File: config.mk
export PLATFORM = sky130hd
export DESIGN_NAME = split_auto_reload_timer
export DESIGN_NICKNAME = d
export VERILOG_FILES = /design/src/design/split_timer_pkg.sv /design/src/design/split_auto_reload_timer.sv
export VERILOG_INCLUDE_DIRS = /design/src /design/src/design
export SDC_FILE = /design/constraint.sdc
export NUM_CORES = 1
export LEC_CHECK = 0
export ABC_AREA = 1
export BUFFER_PORTS_ARGS = -buffer_cell sky130_fd_sc_hd__buf_4
export CAP_MARGIN = 5
export CORE_UTILIZATION = 35
export CTS_CLUSTER_SIZE = 28
export DETAILED_ROUTE_END_ITERATION = 8
export HOLD_SLACK_MARGIN = 0.05
export PLACE_DENSITY = 0.56
export SLEW_MARGIN = 5
export SYNTH_ARGS = -nofsm -noshare
export SYNTH_HDL_FRONTEND = slang
export SYNTH_SLANG_ARGS = --single-unit
File: constraint.sdc
create_clock -name clk_sys_i -period 1.6 [get_ports clk_sys_i]
set_input_delay 0.32 -clock clk_sys_i [delete_from_list [all_inputs] [get_ports clk_sys_i]]
set_output_delay 0.32 -clock clk_sys_i [all_outputs]
set_load 0.02 [all_outputs]
File: src/design/split_timer_params.svh
// Register offsets, field positions and timing counts of the split auto-reload timer
`ifndef SPLIT_TIMER_PARAMS_SVH
`define SPLIT_TIMER_PARAMS_SVH
`define ADDR_CONTROL      8'h91
`define ADDR_RELOAD_LOW   8'h92
`define ADDR_RELOAD_HIGH  8'h93
`define ADDR_COUNT_LOW    8'h94
`define ADDR_COUNT_HIGH   8'h95
`define BIT_HIGH_OVF      7
`define BIT_LOW_OVF       6
`define BIT_LOW_IRQ_EN    5
`define BIT_SPLIT         3
`define BIT_RUN           2
`define BIT_EXT_SEL       0
`define CONTROL_WMASK     8'hed
`define RESET_BYTE        8'h00
`define SYS_DIV           4'hb
`define EXT_DIV           3'h7
`endif

File: src/design/split_timer_pkg.sv
// Types shared by the split auto-reload timer
`default_nettype none
package split_timer_pkg;
   typedef logic [7:0] byte_t;
   typedef enum logic [1:0] {
      TICK_DIV12,
      TICK_EXT8,
      TICK_SYS
   } tick_src_t;
endpackage
`default_nettype wire

File: src/design/split_auto_reload_timer.sv
// Split auto-reload timer: 16-bit or dual 8-bit counter with byte registers
// Overview of operation
// - Control bit 3 selects 16-bit or split.
// - 16-bit wrap reloads and sets high flag.
// - Interrupt on each 16-bit overflow when enabled.
// - Low-byte wrap interrupts when low enable set.
// - Split counters reload from their own bytes.
// - Split: run bit gates high counter only.
// - 16-bit: run bit starts and stops timer.
// - High clock: div12, ext div8, or system.
// - Low clock uses same encoding, shared ext.
// - Ext select picks div12 or ext div8.
// - External tick synchronised to system clock.
// - Split wraps set high and low flags.
// - Split interrupts: high, or either with enable.
// - Low flag sets on every low wrap.
// - Flags cleared only by software writes.
// - Bits 4 and 1 read zero.
// - Control field layout, reset all zero.
// - Low count register readable, writable, zero reset.
// - High count register readable, writable, zero reset.
// - Reload bytes hold value, untouched by counting.
`default_nettype none
`include "split_timer_params.svh"
module split_auto_reload_timer (
   // Clock and reset
   input  wire logic                  clk_sys_i,
   input  wire logic                  reset_i,
   // Byte register port
   input  wire logic [7:0]            reg_addr_i,
   input  wire split_timer_pkg::byte_t reg_wdata_i,
   input  wire logic                  reg_write_i,
   output var  split_timer_pkg::byte_t reg_rdata_o,
   // Clock selection, interrupt enable and external oscillator
   input  wire logic                  high_clock_select_i,
   input  wire logic                  low_clock_select_i,
   input  wire logic                  timer_irq_enable_i,
   input  wire logic                  ext_osc_i,
   // Interrupt request
   output logic                       irq_o
);
   import split_timer_pkg::*;

   byte_t     control_reg;
   byte_t     reload_low_reg;
   byte_t     reload_high_reg;
   byte_t     count_low_reg;
   byte_t     count_high_reg;
   logic      ext_meta_reg;
   logic      ext_sync_reg;
   logic      ext_prev_reg;
   logic [2:0] ext_div_reg;
   logic      ext_tick_reg;
   logic [3:0] sys_div_reg;
   logic      sys_tick;
   logic      ext_sel;
   logic      split;
   logic      run;
   logic      tick_low;
   logic      tick_high;
   logic      low_wrap;
   logic      high_wrap;
   logic      en_low;
   logic      en_high;
   logic      wr_ctrl;
   logic      wr_low;
   logic      wr_high;
   tick_src_t src_low;
   tick_src_t src_high;

   assign ext_sel = control_reg[`BIT_EXT_SEL];
   assign split   = control_reg[`BIT_SPLIT];
   assign run     = control_reg[`BIT_RUN];
   assign wr_ctrl = reg_write_i && (reg_addr_i == `ADDR_CONTROL);
   assign wr_low  = reg_write_i && (reg_addr_i == `ADDR_COUNT_LOW);
   assign wr_high = reg_write_i && (reg_addr_i == `ADDR_COUNT_HIGH);

   // System clock divide by twelve
   always_ff @(posedge clk_sys_i) begin
      if (reset_i || sys_div_reg == `SYS_DIV) begin
         sys_div_reg <= 4'h0;
      end else begin
         sys_div_reg <= sys_div_reg + 4'h1;
      end
   end
   assign sys_tick = (sys_div_reg == `SYS_DIV);

   // External oscillator synchroniser, edge count and divide by eight
   always_ff @(posedge clk_sys_i) begin
      if (reset_i) begin
         ext_meta_reg <= 1'b0;
         ext_sync_reg <= 1'b0;
         ext_prev_reg <= 1'b0;
         ext_div_reg  <= 3'h0;
         ext_tick_reg <= 1'b0;
      end else begin
         ext_meta_reg <= ext_osc_i;
         ext_sync_reg <= ext_meta_reg;
         ext_prev_reg <= ext_sync_reg;
         ext_tick_reg <= 1'b0;
         if (ext_sync_reg && !ext_prev_reg) begin
            ext_div_reg <= ext_div_reg + 3'h1;
            ext_tick_reg <= (ext_div_reg == `EXT_DIV);
         end
      end
   end

   // Tick source per byte; 16-bit mode uses the low select
   always_comb begin
      src_low  = low_clock_select_i ? TICK_SYS : (ext_sel ? TICK_EXT8 : TICK_DIV12);
      src_high = high_clock_select_i ? TICK_SYS : (ext_sel ? TICK_EXT8 : TICK_DIV12);
   end

   // Tick chosen by source code; the unused code gives no tick
   function automatic logic pick(input tick_src_t s, input logic st, input logic et);
      pick = 1'b0;
      unique case (s)
         TICK_DIV12: pick = st;
         TICK_EXT8:  pick = et;
         TICK_SYS:   pick = 1'b1;
      endcase
   endfunction

   assign tick_low  = pick(src_low, sys_tick, ext_tick_reg);
   assign tick_high = pick(src_high, sys_tick, ext_tick_reg);

   // Count enables for each byte
   always_comb begin
      if (split) begin
         en_low  = tick_low;
         en_high = tick_high && run;
      end else begin
         en_low  = tick_low && run;
         en_high = en_low && (count_low_reg == 8'hff);
      end
   end
   assign low_wrap  = en_low && (count_low_reg == 8'hff);
   assign high_wrap = en_high && (count_high_reg == 8'hff);

   // Low count byte
   always_ff @(posedge clk_sys_i) begin
      if (reset_i) begin
         count_low_reg <= `RESET_BYTE;
      end else if (wr_low) begin
         count_low_reg <= reg_wdata_i;
      end else if (split ? low_wrap : (low_wrap && high_wrap)) begin
         count_low_reg <= reload_low_reg;
      end else if (en_low) begin
         count_low_reg <= count_low_reg + 8'h01;
      end
   end

   // High count byte
   always_ff @(posedge clk_sys_i) begin
      if (reset_i) begin
         count_high_reg <= `RESET_BYTE;
      end else if (wr_high) begin
         count_high_reg <= reg_wdata_i;
      end else if (high_wrap) begin
         count_high_reg <= reload_high_reg;
      end else if (en_high) begin
         count_high_reg <= count_high_reg + 8'h01;
      end
   end

   // Reload bytes, written only by software
   always_ff @(posedge clk_sys_i) begin
      if (reset_i) begin
         reload_low_reg  <= `RESET_BYTE;
         reload_high_reg <= `RESET_BYTE;
      end else if (reg_write_i && reg_addr_i == `ADDR_RELOAD_LOW) begin
         reload_low_reg <= reg_wdata_i;
      end else if (reg_write_i && reg_addr_i == `ADDR_RELOAD_HIGH) begin
         reload_high_reg <= reg_wdata_i;
      end
   end

   // Control register; hardware set wins over a software clear
   always_ff @(posedge clk_sys_i) begin
      if (reset_i) begin
         control_reg <= `RESET_BYTE;
      end else begin
         if (wr_ctrl) begin
            control_reg <= reg_wdata_i & `CONTROL_WMASK;
         end
         if (high_wrap) begin
            control_reg[`BIT_HIGH_OVF] <= 1'b1;
         end
         if (low_wrap) begin
            control_reg[`BIT_LOW_OVF] <= 1'b1;
         end
      end
   end

   // Read data
   always_ff @(posedge clk_sys_i) begin
      if (reset_i) begin
         reg_rdata_o <= `RESET_BYTE;
      end else begin
         unique case (reg_addr_i)
            `ADDR_CONTROL:     reg_rdata_o <= control_reg;
            `ADDR_RELOAD_LOW:  reg_rdata_o <= reload_low_reg;
            `ADDR_RELOAD_HIGH: reg_rdata_o <= reload_high_reg;
            `ADDR_COUNT_LOW:   reg_rdata_o <= count_low_reg;
            `ADDR_COUNT_HIGH:  reg_rdata_o <= count_high_reg;
            default:           reg_rdata_o <= 8'h00;
         endcase
      end
   end

   // Interrupt level from the sticky flags
   always_ff @(posedge clk_sys_i) begin
      if (reset_i) begin
         irq_o <= 1'b0;
      end else begin
         irq_o <= timer_irq_enable_i && (control_reg[`BIT_HIGH_OVF] ||
                  (control_reg[`BIT_LOW_IRQ_EN] && control_reg[`BIT_LOW_OVF]));
      end
   end

   // Checks
   property p_high_flag;
      @(posedge clk_sys_i) disable iff (reset_i)
      high_wrap |=> control_reg[`BIT_HIGH_OVF];
   endproperty
   a_high_flag: assert property (p_high_flag) else $error("high flag not set");

   property p_low_flag;
      @(posedge clk_sys_i) disable iff (reset_i)
      low_wrap |=> control_reg[`BIT_LOW_OVF];
   endproperty
   a_low_flag: assert property (p_low_flag) else $error("low flag not set");

   property p_sticky;
      @(posedge clk_sys_i) disable iff (reset_i)
      control_reg[`BIT_HIGH_OVF] && !wr_ctrl |=> control_reg[`BIT_HIGH_OVF];
   endproperty
   a_sticky: assert property (p_sticky) else $error("flag cleared by hardware");

   property p_unused;
      @(posedge clk_sys_i) disable iff (reset_i)
      control_reg[4] == 1'b0 && control_reg[1] == 1'b0;
   endproperty
   a_unused: assert property (p_unused) else $error("unused bit set");

   property p_reload16;
      @(posedge clk_sys_i) disable iff (reset_i)
      !split && high_wrap && low_wrap && !wr_low && !wr_high |=>
         count_low_reg == $past(reload_low_reg) && count_high_reg == $past(reload_high_reg);
   endproperty
   a_reload16: assert property (p_reload16) else $error("16-bit reload wrong");

   property p_stop16;
      @(posedge clk_sys_i) disable iff (reset_i)
      !split && !run && !wr_low |=> $stable(count_low_reg);
   endproperty
   a_stop16: assert property (p_stop16) else $error("stopped timer counted");

   property p_split_high_gate;
      @(posedge clk_sys_i) disable iff (reset_i)
      split && !run && !wr_high |=> $stable(count_high_reg);
   endproperty
   a_split_high_gate: assert property (p_split_high_gate) else $error("high ran");

   property p_split_low_free;
      @(posedge clk_sys_i) disable iff (reset_i)
      split && low_clock_select_i && !wr_low && count_low_reg != 8'hff |=>
         count_low_reg == $past(count_low_reg) + 8'h01;
   endproperty
   a_split_low_free: assert property (p_split_low_free) else $error("low not free");

   property p_write_wins;
      @(posedge clk_sys_i) disable iff (reset_i)
      wr_low |=> count_low_reg == $past(reg_wdata_i);
   endproperty
   a_write_wins: assert property (p_write_wins) else $error("write lost");

   property p_irq;
      @(posedge clk_sys_i) disable iff (reset_i)
      timer_irq_enable_i && control_reg[`BIT_HIGH_OVF] |=> irq_o;
   endproperty
   a_irq: assert property (p_irq) else $error("irq missing");

   property p_low_irq;
      @(posedge clk_sys_i) disable iff (reset_i)
      timer_irq_enable_i && control_reg[`BIT_LOW_IRQ_EN] && control_reg[`BIT_LOW_OVF]
         |=> irq_o;
   endproperty
   a_low_irq: assert property (p_low_irq) else $error("low irq missing");

   property p_no_irq;
      @(posedge clk_sys_i) disable iff (reset_i)
      !timer_irq_enable_i |=> !irq_o;
   endproperty
   a_no_irq: assert property (p_no_irq) else $error("irq while disabled");

   property p_split_reload;
      @(posedge clk_sys_i) disable iff (reset_i)
      split && low_wrap && !wr_low |=> count_low_reg == $past(reload_low_reg);
   endproperty
   a_split_reload: assert property (p_split_reload) else $error("split low reload wrong");

   property p_reload_kept;
      @(posedge clk_sys_i) disable iff (reset_i)
      !(reg_write_i && reg_addr_i == `ADDR_RELOAD_HIGH) |=> $stable(reload_high_reg);
   endproperty
   a_reload_kept: assert property (p_reload_kept) else $error("reload changed");

   c_wrap16: cover property (@(posedge clk_sys_i) disable iff (reset_i) !split && high_wrap);
   c_split_low: cover property (@(posedge clk_sys_i) disable iff (reset_i) split && low_wrap);
   c_ext_tick: cover property (@(posedge clk_sys_i) disable iff (reset_i) ext_tick_reg);
   c_irq: cover property (@(posedge clk_sys_i) disable iff (reset_i) $rose(irq_o));
endmodule
`default_nettype wire

==> out/metrics.yaml, run 1 <==
synth_xor_area_share_pct: 3.36
finalPower_w: 0.00283
avgSynthCellArea_um2: 7.37
synth_top_area_share_pct: 37.1
path_delay_family: "simple AND/OR/NAND/NOR gates"
synth_area_um2: 3130
final.period_utilization_pct: 98.6
outcome: "finished clean"
clock_latency_ns: 0.34
path_buf_inv: 1
dp_hpwl_mm: 6.57
start_util_pct: 36.1
finalNetCount: 524
startpoint_type: "flip-flop"
max_clock_freq_ghz: 0.634
holdWs_ns: 0.181
cpPeakStageDelay_ns: 0.35
fin_cells: 609
min_period_ns: 1.58
final_util_pct: 45.9
io_buffers: 31
maxCapViolations: 0
fillers: 904
end_kind: "flip-flop"
area_delta_synth_final_pct: 27.1
fin_skew_ns: 0.00722
finalHoldViolations: 0
cts_tree: "yes"
ant_nets: 0
clk_pin_slew_ns: 0.06
placed_area_um2: 3710
grt_overflow: 0
synth-compound-area-share_pct: 19.5
ys_ff_latch: 58
irDropWorstVdd_mv: 0.566
fp.dieW_um: 96.6
ff_latch_area_um2: 1170
synth-simple-area-share_pct: 27.2
synth.area.mux_share_pct: 0
cts.sinks: 58
cts.path.max_buffers: 2
setup_viol: 0
clockRootBuffer: "clkbuf_8"
num_rows: 34
ioPinCount: 32
min_path_type: "input pin to flip-flop"
cp_max_fo: 6
antenna_cells: 0
synthTopCellsByArea: "dfxtp_1 37%, nand2_1 8.3%, inv_1 7.7%"
ys_seq_area_share_pct: 37.1
synth_warnings: 0
syn_inst: 425
dieArea_um2: 9330
grt_pass1_vias: 2849
routabilityCongestion: 0.851
tightest_slew_ns: 0.478
drt-initial-drc-count: 211
critPathSlowestCell: "dfxtp_2"
num_vias: 2949
grt_use_total_pct: 20.6
crit_top_cell: "nand2_4"
leakagePower_nw: 1.65
cts_buffers: 9
ys_types: 39
path_class: "flip-flop to flip-flop"
slew_headroom_pct: 67.8
synth_fa_ha_area_share_pct: 2.00
coreArea_um2: 8680
grt_setup_unrepaired: "yes"
routed_wl_mm: 8.61
first_pass_iters: 4
wl_per_cell_um: 14.1
antenna_found_initial: 0
die_h_um: 96.6
synth_largest_area_cell: "dfxtp_1"
drv_slew: 0
holdBufCountCts: 0
grt_start_max_net_pins: 30
path_cells: "ha_4, nand3_4, nor2_4, nand3_2, nand2_4, nand2_4, nand2_4, nand2_4, nand2_1, nand3_1, nand2_1, inv_1"
drcViolationCount: 0
layout_commonest_cell: "buf_4"
fin_area_um2: 3980
grt_first_pass_wirelength_mm: 14.2
worst-endpoint-arrival_ns: 1.82
multi_input_area_um2: 1710
drive_gt1_share_pct: 29.1
worstPathRequired_ns: 1.84
synth_nets: 453
h-tree-depth: 3
synth_top_family_by_area: "simple AND/OR/NAND/NOR gates"
pwr_density_cell_nw_per_um2: 711
viasPerCell: 4.84
final_cell_mix: "71 x buf_4, 67 x nand2_1, 64 x inv_1"
place_inst: 590
-- worst reg2reg max path, delay by kind of cell, from the launching register on --
family	cells	cell delay, ns
buffers and inverters	1	0.03
adder cells (fa/ha/maj)	1	0.15
AND/OR/NAND/NOR	10	0.94
flip-flops	1	0.35
-- per-layer routing --
| metal | wire length (um) | GRT usage [%] | vias up |
|---|---|---|---|
| li1 | - | - | 1533 |
| met1 | 4220 | 27.0 | 1355 |
| met2 | 3940 | 33.6 | 51 |
| met3 | 330 | 5.48 | 10 |
| met4 | 112 | 5.39 | 0 |
| met5 | 0 | 0 | - |
-- path summary, 6_finish.rpt --
path	start	endpoint	slack, ns	cells after the start
max	count_low_reg[1]	count_low_reg[0]	0.02	12
min	ext_osc_i	ext_meta_reg	0.18	3
max reg2reg	count_low_reg[1]	count_low_reg[0]	0.02	12
min reg2reg	ext_meta_reg	ext_sync_reg	0.40	2
-- repair_timing --
action                                  in CTS  in global routing
pin swaps                                   11                  4
gates resized for setup                     18                  4
buffers inserted                             3                  0
endpoints found under the setup margin      16                 16
-- power breakdown --
group | internal, W | total (W) | switching [W]
registers | 0.00146 | 0.00147 | 0.0000109
clock network | 0.000598 | 0.00118 | 0.000578
logic | 0.0000756 | 0.000184 | 0.000109
total | 0.00213 | 0.00283 | 0.000697
-- area by class of cell --
type | count | area share [%]
clock buffers | 13 | 3.74
flip-flops and latches | 58 | 29.3
repair buffers | 71 | 13.4
clock inverters | 3 | 0.377
well taps | 108 | 3.39
inverters | 72 | 6.91
multi-input cells | 284 | 42.9
-- stage by stage --
step,setup TNS [ns],setup slack [ns]
5_1_grt,-1.37,-0.131
3_3_place_gp,-1.32,-0.113
6_report,0,0.0224
3_5_place_dp,-1.99,-0.128
4_1_cts,-0.00343,-0.00343
2_1_floorplan,0,0.0434
-- cells by family (layout without fill, tap and decap cells) --
kind of cell / Yosys count / after routing
AND/OR/NAND/NOR: 169 / 169
AO/OA/AOI/OAI: 98 / 98
buffers and inverters: 83 / 159
flip-flops: 58 / 58
XOR/XNOR: 12 / 12
adder cells (fa/ha/maj): 5 / 5
-- Yosys cell counts, drive strengths merged --
cell and number:
or2 2, clkbuf 4, o2111ai 1, and3 1, clkinv 2, nand3 33
xor2 10, a31oi 5, a211oi 13, o211ai 4, a221oi 1, nand4 4
xnor2 2, a21oi 35, ha 5, o21ai 31, nor2 43, dfxtp 58
inv 70, o22ai 8, nor3 7, buf 7, nand2 79
(Power assumes the default switching activity.)
==> run 2, diff against run 1 <==
--- a/config.mk
+++ b/config.mk
@@ -13,6 +13,7 @@
 export CTS_CLUSTER_SIZE = 28
 export DETAILED_ROUTE_END_ITERATION = 8
 export HOLD_SLACK_MARGIN = 0.05
+export MAX_ROUTING_LAYER = met4
 export PLACE_DENSITY = 0.56
 export SLEW_MARGIN = 5
 export SYNTH_ARGS = -nofsm -noshare
==> out/metrics.yaml, run 2 (synthesized netlist as in run 1, its figures left out) <==
outcome: "finished clean"  # unchanged
final_cell_mix: "71 x buf_4, 67 x nand2_1, 64 x inv_1"  # unchanged
clockRootBuffer: "clkbuf_8"  # unchanged
path_class: "flip-flop to flip-flop"  # unchanged
fp.dieW_um: 96.6  # unchanged
finalPower_w: 0.00283  # about the same
seq_power_share_pct: 51.9  # was 52.0%
leakagePower_nw: 1.65  # unchanged
slew_headroom_pct: 67.7  # was 67.8%
cp_max_fo: 6  # unchanged
maxCapViolations: 0  # unchanged
num_rows: 34  # unchanged
pwr_density_cell_nw_per_um2: 711  # about the same
startpoint_type: "flip-flop"  # unchanged
ant_nets: 0  # unchanged
cts_tree: "yes"  # unchanged
wl_per_cell_um: 14.2  # was 14.1 um
fin_skew_ns: 0.00728  # was 0.00722 ns
fin_cells: 609  # unchanged
intPower_w: 0.00213  # about the same
clock_latency_ns: 0.34  # about the same
finalHoldViolations: 0  # unchanged
cts.path.max_buffers: 2  # unchanged
routabilityCongestion: 0.864  # was 0.851
grt_setup_unrepaired: "yes"  # unchanged
irDropWorstVdd_mv: 0.566  # about the same
worst_slack_ns: 0.0200  # was 0.0224 ns
placed_area_um2: 3710  # unchanged
combPwrFrac_pct: 6.5  # about the same
holdWs_ns: 0.181  # about the same
grt_overflow: 0  # unchanged
cpPeakStageDelay_ns: 0.35  # about the same
grt_pass1_vias: 2854  # was 2849
finalNetCount: 524  # unchanged
first_pass_iters: 4  # unchanged
critPathSlowestCell: "dfxtp_2"  # unchanged
grt_use_total_pct: 21.2  # was 20.6%
drt-initial-drc-count: 210  # was 211
power_frac_clock_pct: 41.5  # about the same
worst-endpoint-arrival_ns: 1.82  # about the same
grt_start_max_net_pins: 30  # unchanged
drcViolationCount: 0  # unchanged
ioPinCount: 32  # unchanged
antenna_cells: 0  # unchanged
start_util_pct: 36.1  # unchanged
h-tree-depth: 3  # unchanged
io_buffers: 31  # unchanged
switchingPower_w: 0.000699  # was 0.000697 W
path_cells: "ha_4, nand3_4, nor2_4, nand3_2, nand2_4, nand2_4, nand2_4, nand2_4, nand2_1, nand3_1, nand2_1, inv_1"  # unchanged
cts_buffers: 9  # unchanged
die_h_um: 96.6  # unchanged
tightest_slew_ns: 0.480  # was 0.478 ns
crit_top_cell: "nand2_4"  # unchanged
viasPerCell: 4.87  # was 4.84
cts.sinks: 58  # unchanged
preCtsSetupSlack_ns: -0.128  # unchanged
clk_pin_slew_ns: 0.06  # about the same
num_vias: 2968  # was 2949
antenna_found_initial: 0  # unchanged
dp_hpwl_mm: 6.57  # unchanged
final.period_utilization_pct: 98.7  # was 98.6%
place_inst: 590  # unchanged
end_kind: "flip-flop"  # unchanged
setup_viol: 0  # unchanged
drive_gt1_share_pct: 29.1  # unchanged
fin_area_um2: 3980  # unchanged
dieArea_um2: 9330  # unchanged
routed_wl_mm: 8.62  # was 8.61 mm
coreArea_um2: 8680  # unchanged
min_path_type: "input pin to flip-flop"  # unchanged
drv_slew: 0  # unchanged
area_delta_synth_final_pct: 27.1  # unchanged
layout_commonest_cell: "buf_4"  # unchanged
fillers: 904  # unchanged
max_clock_freq_ghz: 0.633  # was 0.634 GHz
grt_first_pass_wirelength_mm: 14.2  # about the same
min_period_ns: 1.58  # about the same
worstPathRequired_ns: 1.84  # about the same
sw_frac_of_total_pct: 24.7  # was 24.6%
run 2: cell counts in the layout (fill, tap and decap cells not counted):
No cell type changed its count.
run 2: what timing repair did:
action | CTS | global route
setup endpoints to repair | 16 | 16
pin swaps | 11 | 4
resized for setup | 18 | 4
hold buffers | 0 | 0
setup buffers | 3 | 0
run 2: critical path, delay by kind of cell, from the launching register on:
kind	cells	cell delay (ns)
and+or+nand+nor	10	0.93
DFF	1	0.35
adders and majority gates	1	0.15
buffers and inverters	1	0.03
run 2: area by class of cell:
type	count	area, um^2	share of cell area, %
Tap cell	108	135	3.39
Multi-Input combinational cell	284	1710	42.9
Clock buffer	13	149	3.74
Timing Repair Buffer	71	533	13.4
Clock inverter	3	15.0	0.377
Sequential cell	58	1170	29.3
Inverter	72	275	6.91
run 2: final timing paths:
kind,startpoint,to,slack (ns),cells after the start
max,count_low_reg[1],count_low_reg[0],0.02,12
min,ext_osc_i,ext_meta_reg,0.18,3
max reg2reg,count_low_reg[1],count_low_reg[0],0.02,12
min reg2reg,ext_meta_reg,ext_sync_reg,0.40,2
run 2: power by group through the flow:
stage	clock network [W]	registers [W]	logic, W
after floorplan	0	0.00150	0.0000813
after global placement	0	0.00150	0.000176
after detailed placement	0	0.00150	0.000179
after CTS	0.00120	0.00147	0.000184
after global routing	0.00127	0.00147	0.000204
final	0.00118	0.00147	0.000185
run 2: routing by layer:
layer  share of wire, %  routed length [um]  track usage (%)
met1                 49                4220             27.0
met2                 46                3950             33.7
met3                3.9                 334             5.48
met5                  0                   0                -
met4                1.3                 112             5.39
run 2: stage by stage:
| stage | TNS, ns | utilization, % |
|---|---|---|
| 2_1_floorplan | 0 | - |
| 3_3_place_gp | -1.32 | 42.7 |
| 3_5_place_dp | -1.99 | 42.7 |
| 4_1_cts | -0.00343 | 45.7 |
| 5_1_grt | -1.37 | 45.9 |
| 6_report | 0 | 45.9 |
==> run 3, diff against run 2 <==
--- a/config.mk
+++ b/config.mk
@@ -7,7 +7,7 @@
 export NUM_CORES = 1
 export LEC_CHECK = 0
 export ABC_AREA = 1
-export BUFFER_PORTS_ARGS = -buffer_cell sky130_fd_sc_hd__buf_4
+export BUFFER_PORTS_ARGS = -buffer_cell sky130_fd_sc_hd__buf_2
 export CAP_MARGIN = 5
 export CORE_UTILIZATION = 35
 export CTS_CLUSTER_SIZE = 28
==> out/metrics.yaml, run 3 (synthesized netlist as in run 1, its figures left out) <==
io_buffers: 31  # unchanged
setup_viol: 1  # was 0
grt_use_total_pct: 22.0  # was 21.2%
path_class: "flip-flop to flip-flop"  # unchanged
multi_input_area_um2: 1800  # was 1710 um^2
startpoint_type: "flip-flop"  # unchanged
ioPinCount: 32  # unchanged
wl_met1_mm: 4.14  # was 4.22 mm
drcViolationCount: 0  # unchanged
cp_max_fo: 5  # was 6
wl_per_cell_um: 14.5  # was 14.2 um
reg2reg_to: "count_low_reg[5]"  # was count_low_reg[0]
ant_nets: 0  # unchanged
clk_pin_slew_ns: 0.07  # was 0.06 ns
cts_buffers: 9  # unchanged
dieArea_um2: 9330  # unchanged
worst-endpoint-arrival_ns: 1.86  # was 1.82 ns
clock_latency_ns: 0.35  # was 0.34 ns
dr_wl_met2_mm: 4.26  # was 3.95 mm
holdPathEnd: "ext_meta_reg"  # unchanged
min-delay-start: "ext_osc_i"  # unchanged
antenna_cells: 0  # unchanged
cts.path.max_buffers: 2  # unchanged
finalNetCount: 534  # was 524
dp_hpwl_mm: 6.58  # was 6.57 mm
fin_skew_ns: 0.0118  # was 0.00728 ns
path_buf_inv: 2  # was 1
min_path_cells: 3  # unchanged
irDropWorstVdd_mv: 0.540  # was 0.566 mV
antenna_found_initial: 0  # unchanged
slew_headroom_pct: 64.3  # was 67.7%
top_layer_used: "met4"  # unchanged
clockRootBuffer: "clkbuf_8"  # unchanged
worstPathRequired_ns: 1.84  # about the same
viasPerCell: 4.95  # was 4.87
final.period_utilization_pct: 101  # was 98.7%
outcome: "finished with violations"  # was finished clean
r2r_slack_ns: -0.02  # was 0.02 ns
routabilityCongestion: 0.877  # was 0.864
cts_tree: "yes"  # unchanged
grt_setup_unrepaired: "yes"  # unchanged
path_cells: "ha_4, nand2_4, nor3_4, nand3_2, inv_4, nand2_8, nand2_8, buf_4, nand3_1, nand3_1, a21oi_2"  # was ha_4, nand3_4, nor2_4, nand3_2, nand2_4, nand2_4, nand2_4, nand2_4, nand2_1, nand3_1, nand2_1, inv_1
ff_latch_area_um2: 1170  # about the same
preCtsSetupSlack_ns: -0.0972  # was -0.128 ns
drt-initial-drc-count: 199  # was 210
final_cell_mix: "63 x inv_1, 62 x nand2_1, 50 x dfxtp_1"  # was 71 x buf_4, 67 x nand2_1, 64 x inv_1
finalHoldViolations: 0  # unchanged
worst_slack_ns: -0.0196  # was 0.0200 ns
start_util_pct: 36.1  # unchanged
holdBufCountCts: 0  # unchanged
route.met3.wl_um: 466  # was 334 um
die_h_um: 96.6  # unchanged
fp.dieW_um: 96.6  # unchanged
leakagePower_nw: 1.68  # was 1.65 nW
min_period_ns: 1.62  # was 1.58 ns
path_delay_family: "simple AND/OR/NAND/NOR gates"  # unchanged
tns_ns: -0.0196  # was 0 ns
coreArea_um2: 8680  # unchanged
drive_gt1_share_pct: 34.2  # was 29.1%
num_vias: 3067  # was 2968
maxCapViolations: 0  # unchanged
h-tree-depth: 3  # unchanged
grt_first_pass_wirelength_mm: 14.7  # was 14.2 mm
min_path_type: "input pin to flip-flop"  # unchanged
ff2ff_path_depth: 11  # was 12
finalPower_w: 0.00285  # was 0.00283 W
num_rows: 34  # unchanged
layout_commonest_cell: "inv_1"  # was buf_4
cts.sinks: 58  # unchanged
first_pass_iters: 4  # unchanged
tightest_slew_ns: 0.530  # was 0.480 ns
grt_overflow: 0  # unchanged
routed_wl_mm: 8.98  # was 8.62 mm
drv_slew: 0  # unchanged
critPathSlowestCell: "dfxtp_2"  # unchanged
grt_pass1_vias: 3000  # was 2854
end_kind: "flip-flop"  # unchanged
final_util_pct: 47.4  # was 45.9%
pwr_density_cell_nw_per_um2: 692  # was 711 nW/um^2
max_clock_freq_ghz: 0.617  # was 0.633 GHz
area_delta_synth_final_pct: 31.3  # was 27.1%
cpPeakStageDelay_ns: 0.36  # was 0.35 ns
r2r_start: "count_high_reg[1]"  # was count_low_reg[1]
grt_start_max_net_pins: 20  # was 30
violations: "negative setup slack"
fillers: 898  # was 904
==> run 3: worst max-delay path by stage <==
stage	from	to	slack [ns]	depth (start not counted)
2_1_floorplan	count_high_reg[0]	count_high_reg[3]	0.04	9
3_3_place_gp	sys_div_reg[0]	count_high_reg[5]	-0.11	10
3_5_place_dp	sys_div_reg[0]	count_high_reg[5]	-0.1	10
4_1_cts	sys_div_reg[0]	count_low_reg[0]	0.004	12
5_1_grt	count_high_reg[1]	count_low_reg[0]	-0.12	12
6_report	count_high_reg[1]	count_low_reg[5]	-0.02	11
==> run 3: where the power goes <==
group          leakage [nW]  switching (W)  internal [W]
Clock                0.0916       0.000611      0.000589
Combinational          1.12       0.000113     0.0000651
Sequential            0.472     0.00000968       0.00146
==> run 3: area by class of cell <==
type	instances	share of cell area (%)
clock buffers	10	3.35
clock inverters	6	0.791
inverters	72	6.72
multi-input cells	284	43.9
flip-flops and latches	58	28.5
well taps	108	3.29
repair buffers	81	13.5
==> run 3: metal layers <==
metal | GRT usage [%] | up-vias
li1 | - | 1558
met1 | 27.6 | 1424
met4 | 9.07 | 0
met5 | - | -
met2 | 34.4 | 76
met3 | 4.69 | 9
==> run 3: tightest hold or removal path, delay by kind of cell <==
family	cells	cell delay, ns
buffers and inverters	2	0.11
AND/OR/NAND/NOR	1	0.07
==> run 3: timing repair <==
action | CTS | global route
resized for setup | 15 | 35
endpoints found under the setup margin | 15 | 15
buffers inserted | 1 | 8
pin swaps | 9 | 12
==> run 3: through the flow <==
stage	cells	hold slack (ns)	instance area, um^2
after floorplan	425	0.388	3130
after global placement	594	0.398	3670
after detailed placement	594	0.400	3670
after CTS	611	0.175	3900
after global routing	619	0.190	4110
final	619	0.177	4110
